<file path="src/rtl/supply_mode_regs.svh">
`ifndef SUPPLY_MODE_REGS_SVH
`define SUPPLY_MODE_REGS_SVH

// operating-mode status field encodings
`define MODE_FIELD_IDLE 2'h0
`define MODE_FIELD_LIMP 2'h1
`define MODE_FIELD_ACTIVE 2'h2
`define MODE_FIELD_SLEEP 2'h3

// channels that limp home may drive (bit mask over eight channels)
`define LIMP_CHANNEL_MASK 8'h0C

// default input mapping: input 0 drives channel 2, input 1 drives channel 3
`define MAP_A_DEFAULT 8'h04
`define MAP_B_DEFAULT 8'h08

// reset values
`define OUTPUT_ON_DEFAULT 8'h00
`define OPEN_LOAD_OFF_DEFAULT 8'h00
`define FLAG_DEFAULT 1'b0

// cycles a mode change takes before channels may turn on
`define MODE_SETTLE_NS 40
`define MODE_SETTLE_CYCLES ((`MODE_SETTLE_NS + 7) / 8)

`endif

</file>
<file path="src/rtl/supply_mode_pkg.sv">
package supply_mode_pkg;
  typedef enum logic [1:0] {
    MODE_SLEEP = 2'b00,
    MODE_IDLE = 2'b01,
    MODE_ACTIVE = 2'b10,
    MODE_LIMP = 2'b11
  } op_mode_t;

  typedef logic [7:0] chan_vec_t;
endpackage

</file>
<file path="src/rtl/sync_bus_if.sv">
`timescale 1ns/1ps
interface sync_bus_if #(parameter int WIDTH = 8);
  logic [WIDTH-1:0] raw;
  logic [WIDTH-1:0] synced;
  modport sync_side (input raw, output synced);
  modport user_side (output raw, input synced);
endinterface // sync_bus_if

</file>
<file path="src/rtl/pin_sync.sv">
`timescale 1ns/1ps
module pin_sync #(
  parameter int WIDTH = 8
) (
  input wire logic clk,
  input wire logic reset,
  sync_bus_if.sync_side bus
);
  logic [WIDTH-1:0] stage1_q;
  logic [WIDTH-1:0] stage1_d;
  logic [WIDTH-1:0] stage2_q;
  logic [WIDTH-1:0] stage2_d;

  always_comb begin
    stage1_d = bus.raw;
    stage2_d = stage1_q;
  end

  always_ff @(posedge clk or posedge reset) begin
    if (reset) begin
      stage1_q <= '0;
      stage2_q <= '0;
    end else begin
      stage1_q <= stage1_d;
      stage2_q <= stage2_d;
    end
  end

  assign bus.synced = stage2_q;
endmodule // pin_sync

</file>
<file path="src/rtl/supply_mode_controller.sv">
`timescale 1ns/1ps
`include "supply_mode_regs.svh"

// Function
// idle high and any input or output-on bit high enters active
// stay-active clear: active returns to idle once inputs and bits clear
// stay-active set: active holds even with all inputs low
// any high input counts for active regardless of input mapping
// idle low with an input high enters limp home, driving mapped channel
// limp home: serial reads answered, all serial writes ignored
// limp home: supply flags held at one, open-load-off bits held zero
// limp home reports mode field as binary 01
// transmission error set in first response after entering limp home
// limp home: error and monitor bits normal, other registers default
// limp home: only channels 2 and 3 may turn on
// host avoids serial commands during active and limp home changes
// turn-on from other modes waits for the mode transition
// registers reset on logic undervoltage, idle low, or reset command
// reset command keeps the channel error bits
// reset command clears both supply flags
// register reset restores mapping; channels off unless held by input
// analog undervoltage while operative sets supply undervoltage flag
// supply undervoltage flag clears on diagnosis readout after recovery
// low-operating flag set in range, cleared on readout after recovery
// sleep keeps outputs off and registers in reset
// idle keeps outputs off, registers usable, error bits kept
// pins and comparators synchronised before mode decisions
module supply_mode_controller #(
  parameter int CHANNELS = 8,
  parameter int INPUTS = 2
) (
  input wire logic clk,
  input wire logic reset,
  input wire logic idle_pin,
  input wire logic [INPUTS-1:0] parallel_input_pins,
  input wire logic logic_supply_ok,
  input wire logic logic_low_operating,
  input wire logic analog_supply_uv,
  input wire logic analog_supply_op,
  input wire logic reg_write,
  input wire logic [CHANNELS-1:0] wr_output_on_bits,
  input wire logic wr_stay_active_bit,
  input wire logic wr_reset_command_bit,
  input wire logic [CHANNELS-1:0] wr_input_map_reg_a,
  input wire logic [CHANNELS-1:0] wr_input_map_reg_b,
  input wire logic [CHANNELS-1:0] wr_open_load_off_bits,
  input wire logic serial_command,
  input wire logic diag_readout,
  input wire logic [CHANNELS-1:0] channel_error_set,
  input wire logic transmission_error_event,
  output supply_mode_pkg::op_mode_t mode,
  output logic [1:0] mode_field,
  output logic [CHANNELS-1:0] channel_on,
  output logic [CHANNELS-1:0] output_on_bits,
  output logic stay_active_bit,
  output logic [CHANNELS-1:0] input_map_reg_a,
  output logic [CHANNELS-1:0] input_map_reg_b,
  output logic [CHANNELS-1:0] open_load_off_bits,
  output logic [CHANNELS-1:0] channel_error_bits,
  output logic [CHANNELS-1:0] output_status_monitor_bits,
  output logic supply_undervoltage_flag,
  output logic logic_low_operating_flag,
  output logic transmission_error_flag,
  output logic regs_in_reset
);
  import supply_mode_pkg::*;

  localparam int SW = INPUTS + 5;
  localparam int SETTLE = `MODE_SETTLE_CYCLES;
  localparam int CW = $clog2(SETTLE + 1);

  function automatic logic [CHANNELS-1:0] map_inputs(
    input logic [INPUTS-1:0] pins,
    input logic [CHANNELS-1:0] map_a,
    input logic [CHANNELS-1:0] map_b
  );
    logic [CHANNELS-1:0] r;
    r = '0;
    if (pins[0]) begin
      r = r | map_a;
    end
    if (INPUTS > 1 && pins[INPUTS-1]) begin
      r = r | map_b;
    end
    return r;
  endfunction

  // synchronise pins and comparators
  sync_bus_if #(.WIDTH(SW)) sync_bus ();
  assign sync_bus.raw = {idle_pin, parallel_input_pins, logic_supply_ok,
    logic_low_operating, analog_supply_uv, analog_supply_op};

  pin_sync #(.WIDTH(SW)) u_sync (
    .clk(clk),
    .reset(reset),
    .bus(sync_bus)
  );

  logic idle_s;
  logic [INPUTS-1:0] in_s;
  logic vdd_ok_s;
  logic vdd_lop_s;
  logic vs_uv_s;
  logic vs_op_s;
  assign {idle_s, in_s, vdd_ok_s, vdd_lop_s, vs_uv_s, vs_op_s} =
    sync_bus.synced;

  // mode state
  op_mode_t mode_q;
  op_mode_t mode_d;
  logic [CW-1:0] settle_q;
  logic [CW-1:0] settle_d;
  logic limp_first_q;
  logic limp_first_d;

  // register bank
  logic [CHANNELS-1:0] out_on_q;
  logic [CHANNELS-1:0] out_on_d;
  logic act_q;
  logic act_d;
  logic [CHANNELS-1:0] map_a_q;
  logic [CHANNELS-1:0] map_a_d;
  logic [CHANNELS-1:0] map_b_q;
  logic [CHANNELS-1:0] map_b_d;
  logic [CHANNELS-1:0] open_load_off_bits_q;
  logic [CHANNELS-1:0] open_load_off_bits_d;
  logic [CHANNELS-1:0] err_q;
  logic [CHANNELS-1:0] err_d;
  logic uv_q;
  logic uv_d;
  logic lop_q;
  logic lop_d;
  logic ter_q;
  logic ter_d;
  logic [CHANNELS-1:0] chan_q;
  logic [CHANNELS-1:0] chan_d;
  logic [1:0] field_q;
  logic [1:0] field_d;
  logic rst_q;
  logic rst_d;

  logic any_in;
  logic any_out;
  logic bank_reset;
  logic cmd_reset;
  logic wr_ok;

  always_comb begin
    any_in = |in_s;
    any_out = |out_on_q;
    mode_d = mode_q;
    case (mode_q)
      MODE_SLEEP: begin
        if (idle_s && (any_in || any_out)) begin
          mode_d = MODE_ACTIVE;
        end else if (idle_s) begin
          mode_d = MODE_IDLE;
        end else if (any_in) begin
          mode_d = MODE_LIMP;
        end
      end
      MODE_IDLE: begin
        if (!idle_s) begin
          mode_d = any_in ? MODE_LIMP : MODE_SLEEP;
        end else if (any_in || any_out) begin
          mode_d = MODE_ACTIVE;
        end
      end
      MODE_ACTIVE: begin
        if (!idle_s) begin
          mode_d = any_in ? MODE_LIMP : MODE_SLEEP;
        end else if (!act_q && !any_in && !any_out) begin
          mode_d = MODE_IDLE;
        end
      end
      MODE_LIMP: begin
        if (idle_s) begin
          mode_d = (any_in || any_out) ? MODE_ACTIVE : MODE_IDLE;
        end else if (!any_in) begin
          mode_d = MODE_SLEEP;
        end
      end
      default: begin
        mode_d = MODE_SLEEP;
      end
    endcase
    // channels wait out the transition latency
    if (mode_d != mode_q) begin
      settle_d = CW'(SETTLE);
    end else if (settle_q != '0) begin
      settle_d = settle_q - CW'(1);
    end else begin
      settle_d = settle_q;
    end
    limp_first_d = limp_first_q;
    if (mode_d == MODE_LIMP && mode_q != MODE_LIMP) begin
      limp_first_d = 1'b1;
    end else if (serial_command) begin
      limp_first_d = 1'b0;
    end
  end

  always_ff @(posedge clk or posedge reset) begin
    if (reset) begin
      mode_q <= MODE_SLEEP;
      settle_q <= '0;
      limp_first_q <= 1'b0;
    end else begin
      mode_q <= mode_d;
      settle_q <= settle_d;
      limp_first_q <= limp_first_d;
    end
  end

  always_comb begin
    cmd_reset = reg_write && wr_reset_command_bit && mode_q != MODE_LIMP;
    bank_reset = !vdd_ok_s || !idle_s || mode_q == MODE_SLEEP;
    wr_ok = reg_write && vdd_ok_s && !bank_reset &&
      mode_q != MODE_LIMP;
    out_on_d = out_on_q;
    act_d = act_q;
    map_a_d = map_a_q;
    map_b_d = map_b_q;
    open_load_off_bits_d = open_load_off_bits_q;
    if (wr_ok) begin
      out_on_d = wr_output_on_bits;
      act_d = wr_stay_active_bit;
      map_a_d = wr_input_map_reg_a;
      map_b_d = wr_input_map_reg_b;
      open_load_off_bits_d = wr_open_load_off_bits;
    end
    if (bank_reset || cmd_reset || mode_q == MODE_LIMP) begin
      out_on_d = `OUTPUT_ON_DEFAULT;
      act_d = 1'b0;
      map_a_d = `MAP_A_DEFAULT;
      map_b_d = `MAP_B_DEFAULT;
      open_load_off_bits_d = `OPEN_LOAD_OFF_DEFAULT;
    end
    // error bits only gather; only the reset input clears them
    err_d = err_q | channel_error_set;
    // supply flags: a new event wins over the readout clear
    uv_d = uv_q;
    if (diag_readout && vs_op_s) begin
      uv_d = 1'b0;
    end
    if (cmd_reset) begin
      uv_d = `FLAG_DEFAULT;
    end
    if (mode_q != MODE_SLEEP && vs_uv_s) begin
      uv_d = 1'b1;
    end
    lop_d = lop_q;
    if (diag_readout && !vdd_lop_s) begin
      lop_d = 1'b0;
    end
    if (cmd_reset) begin
      lop_d = `FLAG_DEFAULT;
    end
    if (vdd_lop_s) begin
      lop_d = 1'b1;
    end
    if (mode_d == MODE_LIMP) begin
      uv_d = 1'b1;
      lop_d = 1'b1;
    end
    ter_d = ter_q;
    if (serial_command) begin
      ter_d = transmission_error_event || (limp_first_q &&
        mode_q == MODE_LIMP);
    end
    chan_d = '0;
    if (settle_q == '0) begin
      case (mode_q)
        MODE_ACTIVE: begin
          chan_d = out_on_q | map_inputs(in_s, map_a_q, map_b_q);
        end
        MODE_LIMP: begin
          chan_d = map_inputs(in_s, `MAP_A_DEFAULT, `MAP_B_DEFAULT) &
            `LIMP_CHANNEL_MASK;
        end
        default: begin
          chan_d = '0;
        end
      endcase
    end
    // status field follows the mode register edge for edge
    case (mode_d)
      MODE_LIMP: field_d = `MODE_FIELD_LIMP;
      MODE_ACTIVE: field_d = `MODE_FIELD_ACTIVE;
      MODE_IDLE: field_d = `MODE_FIELD_IDLE;
      default: field_d = `MODE_FIELD_SLEEP;
    endcase
    rst_d = bank_reset;
  end

  always_ff @(posedge clk or posedge reset) begin
    if (reset) begin
      out_on_q <= `OUTPUT_ON_DEFAULT;
      act_q <= 1'b0;
      map_a_q <= `MAP_A_DEFAULT;
      map_b_q <= `MAP_B_DEFAULT;
      open_load_off_bits_q <= `OPEN_LOAD_OFF_DEFAULT;
      err_q <= '0;
      uv_q <= `FLAG_DEFAULT;
      lop_q <= `FLAG_DEFAULT;
      ter_q <= 1'b0;
      chan_q <= '0;
      field_q <= `MODE_FIELD_SLEEP;
      rst_q <= 1'b1;
    end else begin
      out_on_q <= out_on_d;
      act_q <= act_d;
      map_a_q <= map_a_d;
      map_b_q <= map_b_d;
      open_load_off_bits_q <= open_load_off_bits_d;
      err_q <= err_d;
      uv_q <= uv_d;
      lop_q <= lop_d;
      ter_q <= ter_d;
      chan_q <= chan_d;
      field_q <= field_d;
      rst_q <= rst_d;
    end
  end

  // outputs straight from flip-flops
  assign mode = mode_q;
  assign mode_field = field_q;
  assign channel_on = chan_q;
  assign output_on_bits = out_on_q;
  assign stay_active_bit = act_q;
  assign input_map_reg_a = map_a_q;
  assign input_map_reg_b = map_b_q;
  assign open_load_off_bits = open_load_off_bits_q;
  assign channel_error_bits = err_q;
  assign output_status_monitor_bits = chan_q;
  assign supply_undervoltage_flag = uv_q;
  assign logic_low_operating_flag = lop_q;
  assign transmission_error_flag = ter_q;
  assign regs_in_reset = rst_q;
endmodule // supply_mode_controller

</file>
<file path="config.mk">
export PLATFORM = sky130hd
export DESIGN_NAME = supply_mode_controller
export DESIGN_NICKNAME = d
export VERILOG_FILES = /design/src/rtl/supply_mode_pkg.sv /design/src/rtl/sync_bus_if.sv /design/src/rtl/pin_sync.sv /design/src/rtl/supply_mode_controller.sv
export VERILOG_INCLUDE_DIRS = /design/src /design/src/rtl
export SDC_FILE = /design/constraint.sdc
export NUM_CORES = 1
export LEC_CHECK = 0
export BUFFER_PORTS_ARGS = -buffer_cell sky130_fd_sc_hd__buf_2
export CAP_MARGIN = 20
export CORE_MARGIN = 1.5
export CORE_UTILIZATION = 40
export CTS_CLUSTER_SIZE = 24
export DETAILED_ROUTE_END_ITERATION = 7
export PLACE_DENSITY = 0.75
export SLEW_MARGIN = 20
export SYNTH_ARGS = -nofsm -noshare
export SYNTH_HDL_FRONTEND = slang
export SYNTH_SLANG_ARGS = --single-unit
</file>
<file path="constraint.sdc">
create_clock -name clk -period 3.9 [get_ports clk]
set_input_delay 0.195 -clock clk [delete_from_list [all_inputs] [get_ports clk]]
set_output_delay 0.195 -clock clk [all_outputs]
set_load 0.05 [all_outputs]
</file>
==> results of run 1 <==
-- metrics by stage --
stage	worst slack [ns]	power [uW]	util (%)
after floorplan	1.80	952	-
after global placement	1.98	1000	50.7
after detailed placement	1.95	1010	50.7
after CTS	1.93	1680	55.1
after global routing	1.83	1730	55.1
final	1.96	1660	55.2
-- synthesized netlist by cell type --
master    count  share of area [%]
buf_2         5               0.86
buf_4         8                2.1
a221oi_1      6                1.8
a21o_1        2               0.52
and2b_4       1               0.34
nor2_1       11                1.4
nor2b_2       1               0.30
a311o_1       1               0.34
a21oi_1       4               0.69
and3_1        2               0.43
xnor2_1       1               0.30
nor4_1        2               0.43
nand4b_1      1               0.30
dfrtp_1      70                 60
mux2i_1       2               0.69
or2_4         1               0.30
dfstp_2       5                4.5
o211ai_1      1               0.26
nor2b_1       1               0.22
o21a_1        2               0.52
or2_2         9                1.9
ha_1          5                2.2
a22o_1       31                9.3
nand3b_1      1               0.26
a31oi_1       1               0.22
clkbuf_1      1               0.13
or4_1         1               0.26
o211ai_2      1               0.43
o21ai_0      10                1.7
nand3_1       3               0.52
nor3b_4       1               0.65
a22oi_1       2               0.52
buf_6         5                1.9
inv_1        10                1.3
nand2b_1      1               0.22
nand2_1       8                1.0
o211ai_4      1               0.73
-- cell type report --
cell class                      instances  share of cell area (%)
Inverter                               10                    1.02
Tap cell                               96                    3.15
Antenna cell                            1                  0.0657
Multi-Input combinational cell        114                    22.1
Clock buffer                           12                    4.07
Sequential cell                        75                    49.4
Clock inverter                          4                    1.90
Timing Repair Buffer                  130                    18.3
-- cells by family after synthesis --
| logic type | count (synthesis) |
|---|---|
| buf+inv | 29 |
| flops | 75 |
| fa+ha+maj | 5 |
| mux | 2 |
| compound gates | 62 |
| simple gates | 44 |
| xor+xnor | 1 |
-- worst reg2reg max path: cells and delay by family, from the launching register on --
kind | cells | cell delay, ns
compound gates | 3 | 0.70
fa+ha+maj | 1 | 0.24
flops | 1 | 0.42
simple gates | 2 | 0.46
-- final timing paths --
check                                      endpoint  slack (ns)  depth (start not counted)
setup reg to reg           logic_low_operating_flag        1.96                          6
max in group asynchronous               settle_q[2]        2.54                          4
min in group asynchronous     open_load_off_bits[0]        0.41                          3
hold reg to reg                u_sync.bus.synced[4]        0.35                          0
setup / recovery           logic_low_operating_flag        1.96                          6
hold / removal                channel_error_bits[0]        0.05                          2
-- metal layers --
layer  GRT usage [%]  part of all wire [%]  wire, um
met1            22.2                    43      2780
met2            27.1                    48      3070
met3            5.66                   7.6       488
met4            7.53                   1.0        67
met5               0                     0         0
-- flip-flops by register name (all words and copies together), names as in the netlist, 2 cells and up --
register            flops
u_sync.stage1_q         7
mode                    2
settle_q                3
input_map_reg_a         8
channel_on              8
mode_field              2
u_sync.bus.synced       7
open_load_off_bits      8
output_on_bits          8
channel_error_bits      8
input_map_reg_b         8
-- power by group through the flow --
stage | registers [uW] | logic, uW | clock network, uW
floorplan | 876 | 76.0 | 0
global placement | 839 | 165 | 0
detailed placement | 840 | 169 | 0
CTS | 825 | 175 | 684
global route | 828 | 191 | 714
finish | 825 | 173 | 661
-- what timing repair did --
item / CTS / global route
hold endpoints to repair: 32 / 0
hold buffers: 8 / 0
setup endpoints to repair: 0 / 0
==> results_dict.tcl, run 1 <==
set metrics [dict create \
    wl_per_cell_um 14.5 \
    p_per_area_nw_per_um2 435 \
    seqCellArea_um2 1880 \
    areaGrowthSynthToFinish_pct 31.2 \
    clock_latency_ns 0.33 \
    initial_core_util_pct 42.0 \
    hold_class "primary input to register" \
    final_cells 442 \
    crit_chain "nor4_1 -> nand2_1 -> a21o_1 -> a21o_1 -> ha_1 -> a311o_1" \
    clock_skew_ns 0.00858 \
    hold_slack_ns 0.0481 \
    tritoncts "done" \
    die_h_um 88.2 \
    critPathArrivalTime_ns 2.16 \
    critical_path_class "register to register" \
    synth_xor_area_share_pct 0.302 \
    drive_gt1_share_pct 46.1 \
    synth-compound-area-share_pct 17.1 \
    syn_nets 278 \
    post_dp_cell_area_um2 3500 \
    setup_viol 0 \
    slew_violations 0 \
    final_common_cell "buf_2" \
    cp-start-kind "register" \
    ys_ff_latch 75 \
    final_cell_area_um2 3810 \
    core_area_um2 6910 \
    synth-adder-area-share_pct 2.15 \
    h-tree-depth 3 \
    first_global_vias 2052 \
    rows 30 \
    vias_per_cell 4.90 \
    fin_tns_setup_ns 0 \
    cts_resized 0 \
    fmax_mhz 516 \
    critPathSlowestCell "dfrtp_1" \
    grt_pass1_wl_mm 9.98 \
    postSynthAreaPerCell_um2 13.3 \
    layout_min_cycle_time_ns 1.94 \
    ant_nets 0 \
    synth_top_family_by_area "compound AO/OA/AOI/OAI gates" \
    layout_common_cells "buf_2, dfrtp_1, a22o_1, clkbuf_8" \
    worstHoldStart "channel_error_set[0]" \
    post-route-drc-count 0 \
    dr.pass1.iters 4 \
    worstMarginPinSlew_ns 0.606 \
    maxSlewHeadroom_pct 59.6 \
    maxCapViolations 0 \
    p_comb_share_pct 10.4 \
    crit_family "compound AO/OA/AOI/OAI gates" \
    io_buffers 119 \
    gp_congestion 0.821 \
    critPathRequiredTime_ns 4.12 \
    irDropWorstVdd_mv 0.264 \
    multi_input_area_um2 841 \
    synth-seq-area-share_pct 64.8 \
    p_sw_share_pct 23.9 \
    synth_area_um2 2900 \
    power_leakage_uw 0.00196 \
    synth_simple_gate_area_share_pct 8.62 \
    synthDistinctLibCells 37 \
    rsz0062_at_grt "no" \
    grt_max_degree 51 \
    postCtsSetupRepairBufs 0 \
    clk_path_buf_depth 2 \
    r2r-start "output_on_bits[3]" \
    routed_wl_mm 6.40 \
    critical_path_peak_fanout 4 \
    power_frac_clock_pct 39.8 \
    synthMuxAreaShare_pct 0.689 \
    crit_start "output_on_bits[3]" \
    dieArea_um2 7780 \
    die_x_um 88.2 \
    critPathMaxStageDelay_ns 0.42 \
    internal_power_uw 1260 \
    crit_path_end_kind "register" \
    num_vias 2168 \
    nFillCells 618 \
    drt_iter0_markers 66 \
    status "finished clean" \
    seqPwrFrac_pct 49.8 \
    p_switching_uw 396 \
    synthCells 218 \
    nNetsFinal 400 \
    timing.final.crit_share_pct 49.7 \
    place_hpwl_mm 4.51 \
    grt_antenna_before_repair 1 \
    grt_overflow 0 \
    num_io_pins 120 \
    clkSinkCount 75 \
    cts_inserted_buffers 9 \
    crit_buf_inv 0 \
    dpl.cell_count 417 \
    crit_top_cell "a21o_1" \
    clock-root-buffer "clkbuf_8" \
    clk_pin_slew_ns 0.08 \
    yosysWarnings 0 \
    gr-usage-all-layers_pct 17.3 \
    hold_viol_final 0 \
]
Note: power is estimated with default switching activity, not from simulation.
==> run 2, diff against run 1 <==
clock period = 2 ns   (was 3.9 ns; I/O delays follow)
==> results_dict.tcl, run 2 (same netlist as run 1, synthesis figures left out) <==
set metrics [dict create \
    layout_setup_ws_ns 0.136 \
    wl_per_cell_um 15.2 \
    final_common_cell "buf_2" \
    critical_path_peak_fanout 4 \
    routed_wl_mm 7.42 \
    irDropWorstVdd_mv 0.598 \
    vias_per_cell 4.80 \
    gp_congestion 0.813 \
    critical_path_class "register to register" \
    fmax_mhz 537 \
    dr.pass1.iters 4 \
    die_h_um 88.2 \
    clkSinkCount 75 \
    grt_overflow 0 \
    antenna_cells 0 \
    clock_latency_ns 0.35 \
    crit_path_end_kind "register" \
    die_x_um 88.2 \
    ff2ff_setup_slack_ns 0.14 \
    gr-usage-all-layers_pct 20.4 \
    layout_min_cycle_time_ns 1.86 \
    grt_antenna_before_repair 0 \
    critPathArrivalTime_ns 2.10 \
    tritoncts "done" \
    post-route-drc-count 0 \
    clock-root-buffer "clkbuf_8" \
    power_leakage_uw 0.00217 \
    hold_class "primary input to register" \
    maxCapViolations 0 \
    num_io_pins 120 \
    initial_core_util_pct 42.0 \
    cts_inserted_buffers 9 \
    p_per_area_nw_per_um2 793 \
    clock_skew_ns 0.00837 \
    hold_depth 2 \
    nNetsFinal 447 \
    rows 30 \
    fin_tns_setup_ns 0 \
    core_area_um2 6910 \
    worstMarginPinSlew_ns 0.592 \
    h-tree-depth 3 \
    layout_common_cells "buf_2, dfrtp_1, dlygate4sd3_1, a22o_1" \
    postCtsSetupRepairBufs 0 \
    r2r_cells 6 \
    first_global_vias 2483 \
    status "finished clean" \
    cp-start-kind "register" \
    slew_violations 0 \
    hold_viol_final 0 \
    drive_gt1_share_pct 42.9 \
    ant_nets 0 \
    grt_max_degree 49 \
    clk_pin_slew_ns 0.08 \
    critPathRequiredTime_ns 2.24 \
    num_vias 2342 \
    setup_viol 0 \
    grt_pass1_wl_mm 11.8 \
    post-place-ws_ns 0.0711 \
    io_buffers 119 \
    nFillCells 558 \
    clk_path_buf_depth 2 \
    place_hpwl_mm 4.65 \
    maxSlewHeadroom_pct 60.6 \
    areaGrowthSynthToFinish_pct 48.2 \
    dieArea_um2 7780 \
    rsz0062_at_grt "no" \
    drt_iter0_markers 94 \
    timing.final.crit_share_pct 93.2 \
]
==> run 2: path summary, 6_finish.rpt <==
kind,to,start
hold reg to reg,u_sync.bus.synced[3],u_sync.stage1_q[3]
min in group asynchronous,channel_error_bits[4],reset
setup / recovery,logic_low_operating_flag,output_on_bits[4]
hold / removal,output_on_bits[0],wr_output_on_bits[0]
max in group asynchronous,channel_on[7],reset
setup reg to reg,logic_low_operating_flag,output_on_bits[4]
==> run 2: critical path, stage by stage, from the launching register on <==
cell and delay, ns:
dfrtp_1 0.42, nor4_2 0.26, nand2_1 0.13, a21o_1 0.21, a21o_1 0.22, ha_1 0.23
a311o_1 0.27
==> run 2: layer usage <==
| layer | track usage, % | up-vias | share of wire, % |
|---|---|---|---|
| met5 | 0 | - | 0 |
| met4 | 6.82 | 0 | 1.5 |
| met3 | 6.22 | 10 | 7.0 |
| met2 | 35.8 | 115 | 51 |
| met1 | 23.7 | 1114 | 40 |
| li1 | - | 1103 | - |
==> run 2: power breakdown <==
part           switching [uW]  total, uW  internal [uW]
registers                36.6       1610           1570
logic                     235        418            183
clock network             563       1390            826
total                     835       3410           2580
==> run 2: area by class of cell <==
cell class	count	area, um2	area share [%]
Tap cell	96	120	2.79
Timing Repair Buffer	177	1170	27.1
Clock inverter	7	116	2.70
Multi-Input combinational cell	114	853	19.8
Sequential cell	75	1880	43.8
Clock buffer	9	124	2.88
Inverter	10	41.3	0.959
==> run 2: repair_timing <==
item,in CTS,in global routing
endpoints found under the hold margin,119,0
hold buffers,49,0
setup endpoints to repair,0,2
resized for setup,0,2
==> run 2: metrics by stage <==
stage	cell area (um2)	std cells	util (%)	total power, uW	hold WS (ns)
after floorplan	2910	218	-	1860	0.131
after detailed placement	3560	423	51.6	1980	0.209
final	4300	488	62.3	3410	0.0212
after global placement	3560	423	51.6	1970	0.200
after CTS	4290	488	62.1	3440	0.00481
after global routing	4300	488	62.3	3550	0.0105
==> run 3, diff against run 2 <==
BUFFER_PORTS_ARGS = unset   (was -buffer_cell sky130_fd_sc_hd__buf_2)
CORE_UTILIZATION = 60   (was 40)
DONT_BUFFER_PORTS = 1   (was unset)
PLACE_DENSITY = 0.83   (was 0.75)
==> results_dict.tcl, run 3 (same netlist as run 1, synthesis figures left out) <==
set metrics [dict create \
    clock_latency_ns 0.34 \
    status "finished clean" \
    p_per_area_nw_per_um2 831 \
    io_buffers 0 \
    final_common_cell "dfrtp_1" \
    post_dp_cell_area_um2 3030 \
    clock_skew_ns 0.00693 \
    grt_overflow 0 \
    irDropWorstVdd_mv 0.579 \
    post-route-drc-count 0 \
    setup_viol 0 \
    initial_core_util_pct 61.9 \
    num_vias 2024 \
    cts_inserted_buffers 9 \
    die_h_um 72.6 \
    critical_path_peak_fanout 4 \
    layout_common_cells "dfrtp_1, dlygate4sd3_1, a22o_1, buf_4, clkbuf_8" \
    critPathArrivalTime_ns 2.09 \
    critPathRequiredTime_ns 2.22 \
    clk_path_buf_depth 2 \
    layout_min_cycle_time_ns 1.87 \
    power_leakage_uw 0.00172 \
    drive_gt1_share_pct 20.7 \
    wl_per_cell_um 19.8 \
    grt_pass1_wl_mm 10.7 \
    rows 25 \
    tritoncts "done" \
    gr-usage-all-layers_pct 28.0 \
    grt_antenna_before_repair 0 \
    hold_class "primary input to register" \
    critical_path_class "register to register" \
    maxSlewHeadroom_pct 59.9 \
    vias_per_cell 5.88 \
    areaGrowthSynthToFinish_pct 29.5 \
    grt_max_degree 31 \
    slew_violations 0 \
    ant_nets 0 \
    fmax_mhz 535 \
    first_global_vias 2189 \
    fin_tns_setup_ns 0 \
    die_x_um 72.6 \
    worstMarginPinSlew_ns 0.600 \
    final_cell_area_um2 3760 \
    drt_iter0_markers 78 \
    dieArea_um2 5270 \
    core_area_um2 4690 \
    nNetsFinal 345 \
    gp_congestion 0.810 \
    clkSinkCount 75 \
    dr.pass1.iters 4 \
    routed_wl_mm 6.83 \
    timing.final.crit_share_pct 93.4 \
    h-tree-depth 3 \
    clk_pin_slew_ns 0.07 \
    maxCapViolations 0 \
    r2r_cells 6 \
    place_hpwl_mm 4.18 \
    hold_slack_ns 0.00928 \
    num_io_pins 120 \
    hold_viol_final 0 \
    hold_depth 2 \
    ff2ff_setup_slack_ns 0.13 \
    rsz0062_at_grt "no" \
    postCtsSetupRepairBufs 0 \
    antenna_cells 0 \
    crit_path_end_kind "register" \
    cp-start-kind "register" \
    clock-root-buffer "clkbuf_8" \
]
[run 3: routing by layer]
layer  track usage [%]  routed length [um]  share of wire [%]
met1              31.5                2570                 38
met2              46.7                3390                 50
met3              9.53                 635                9.3
met4              15.5                 233                3.4
met5                 0                   0                  0
[run 3: worst paths after layout]
check,to,start
max,logic_low_operating_flag,output_on_bits[3]
min,open_load_off_bits[0],wr_reset_command_bit
max reg2reg,logic_low_operating_flag,output_on_bits[3]
min reg2reg,u_sync.bus.synced[1],u_sync.stage1_q[1]
max in group asynchronous,input_map_reg_b[3],reset
min in group asynchronous,open_load_off_bits[5],reset
[run 3: repair_timing]
action	CTS	global route
gates resized for setup	0	2
setup endpoints to repair	0	1
endpoints found under the hold margin	78	0
hold buffers	52	0
[run 3: area by class of cell]
cell class	instances	area (um2)
Multi-Input combinational cell	114	853
Clock buffer	14	163
Clock inverter	2	35.0
Inverter	10	41.3
Tap cell	54	67.6
Timing Repair Buffer	75	718
Sequential cell	75	1880
Fill cell	279	931
[run 3: power by group]
group	leakage (uW)	total [uW]	switching [uW]	internal [uW]
clock	0.000101	1150	510	645
combinational	0.000692	296	153	142
sequential	0.000927	1670	103	1570
total	0.00172	3120	766	2360
[run 3: critical path, cell delays in order, from the launching register on]
cell and delay, ns:
dfrtp_1 0.39, nor4_2 0.29, nand2_1 0.13, a21o_1 0.20, a21o_1 0.21, ha_1 0.23, a311o_1 0.28
[run 3: through the flow]
stage	utilization, %	setup slack (ns)	cells	power [uW]
after floorplan	-	0.0319	218	1860
final	80.2	0.132	344	3120
after global placement	64.6	0.157	276	1900
after detailed placement	64.6	0.136	276	1910
after CTS	79.9	0.0999	344	3130
after global routing	80.2	0.0467	344	3230
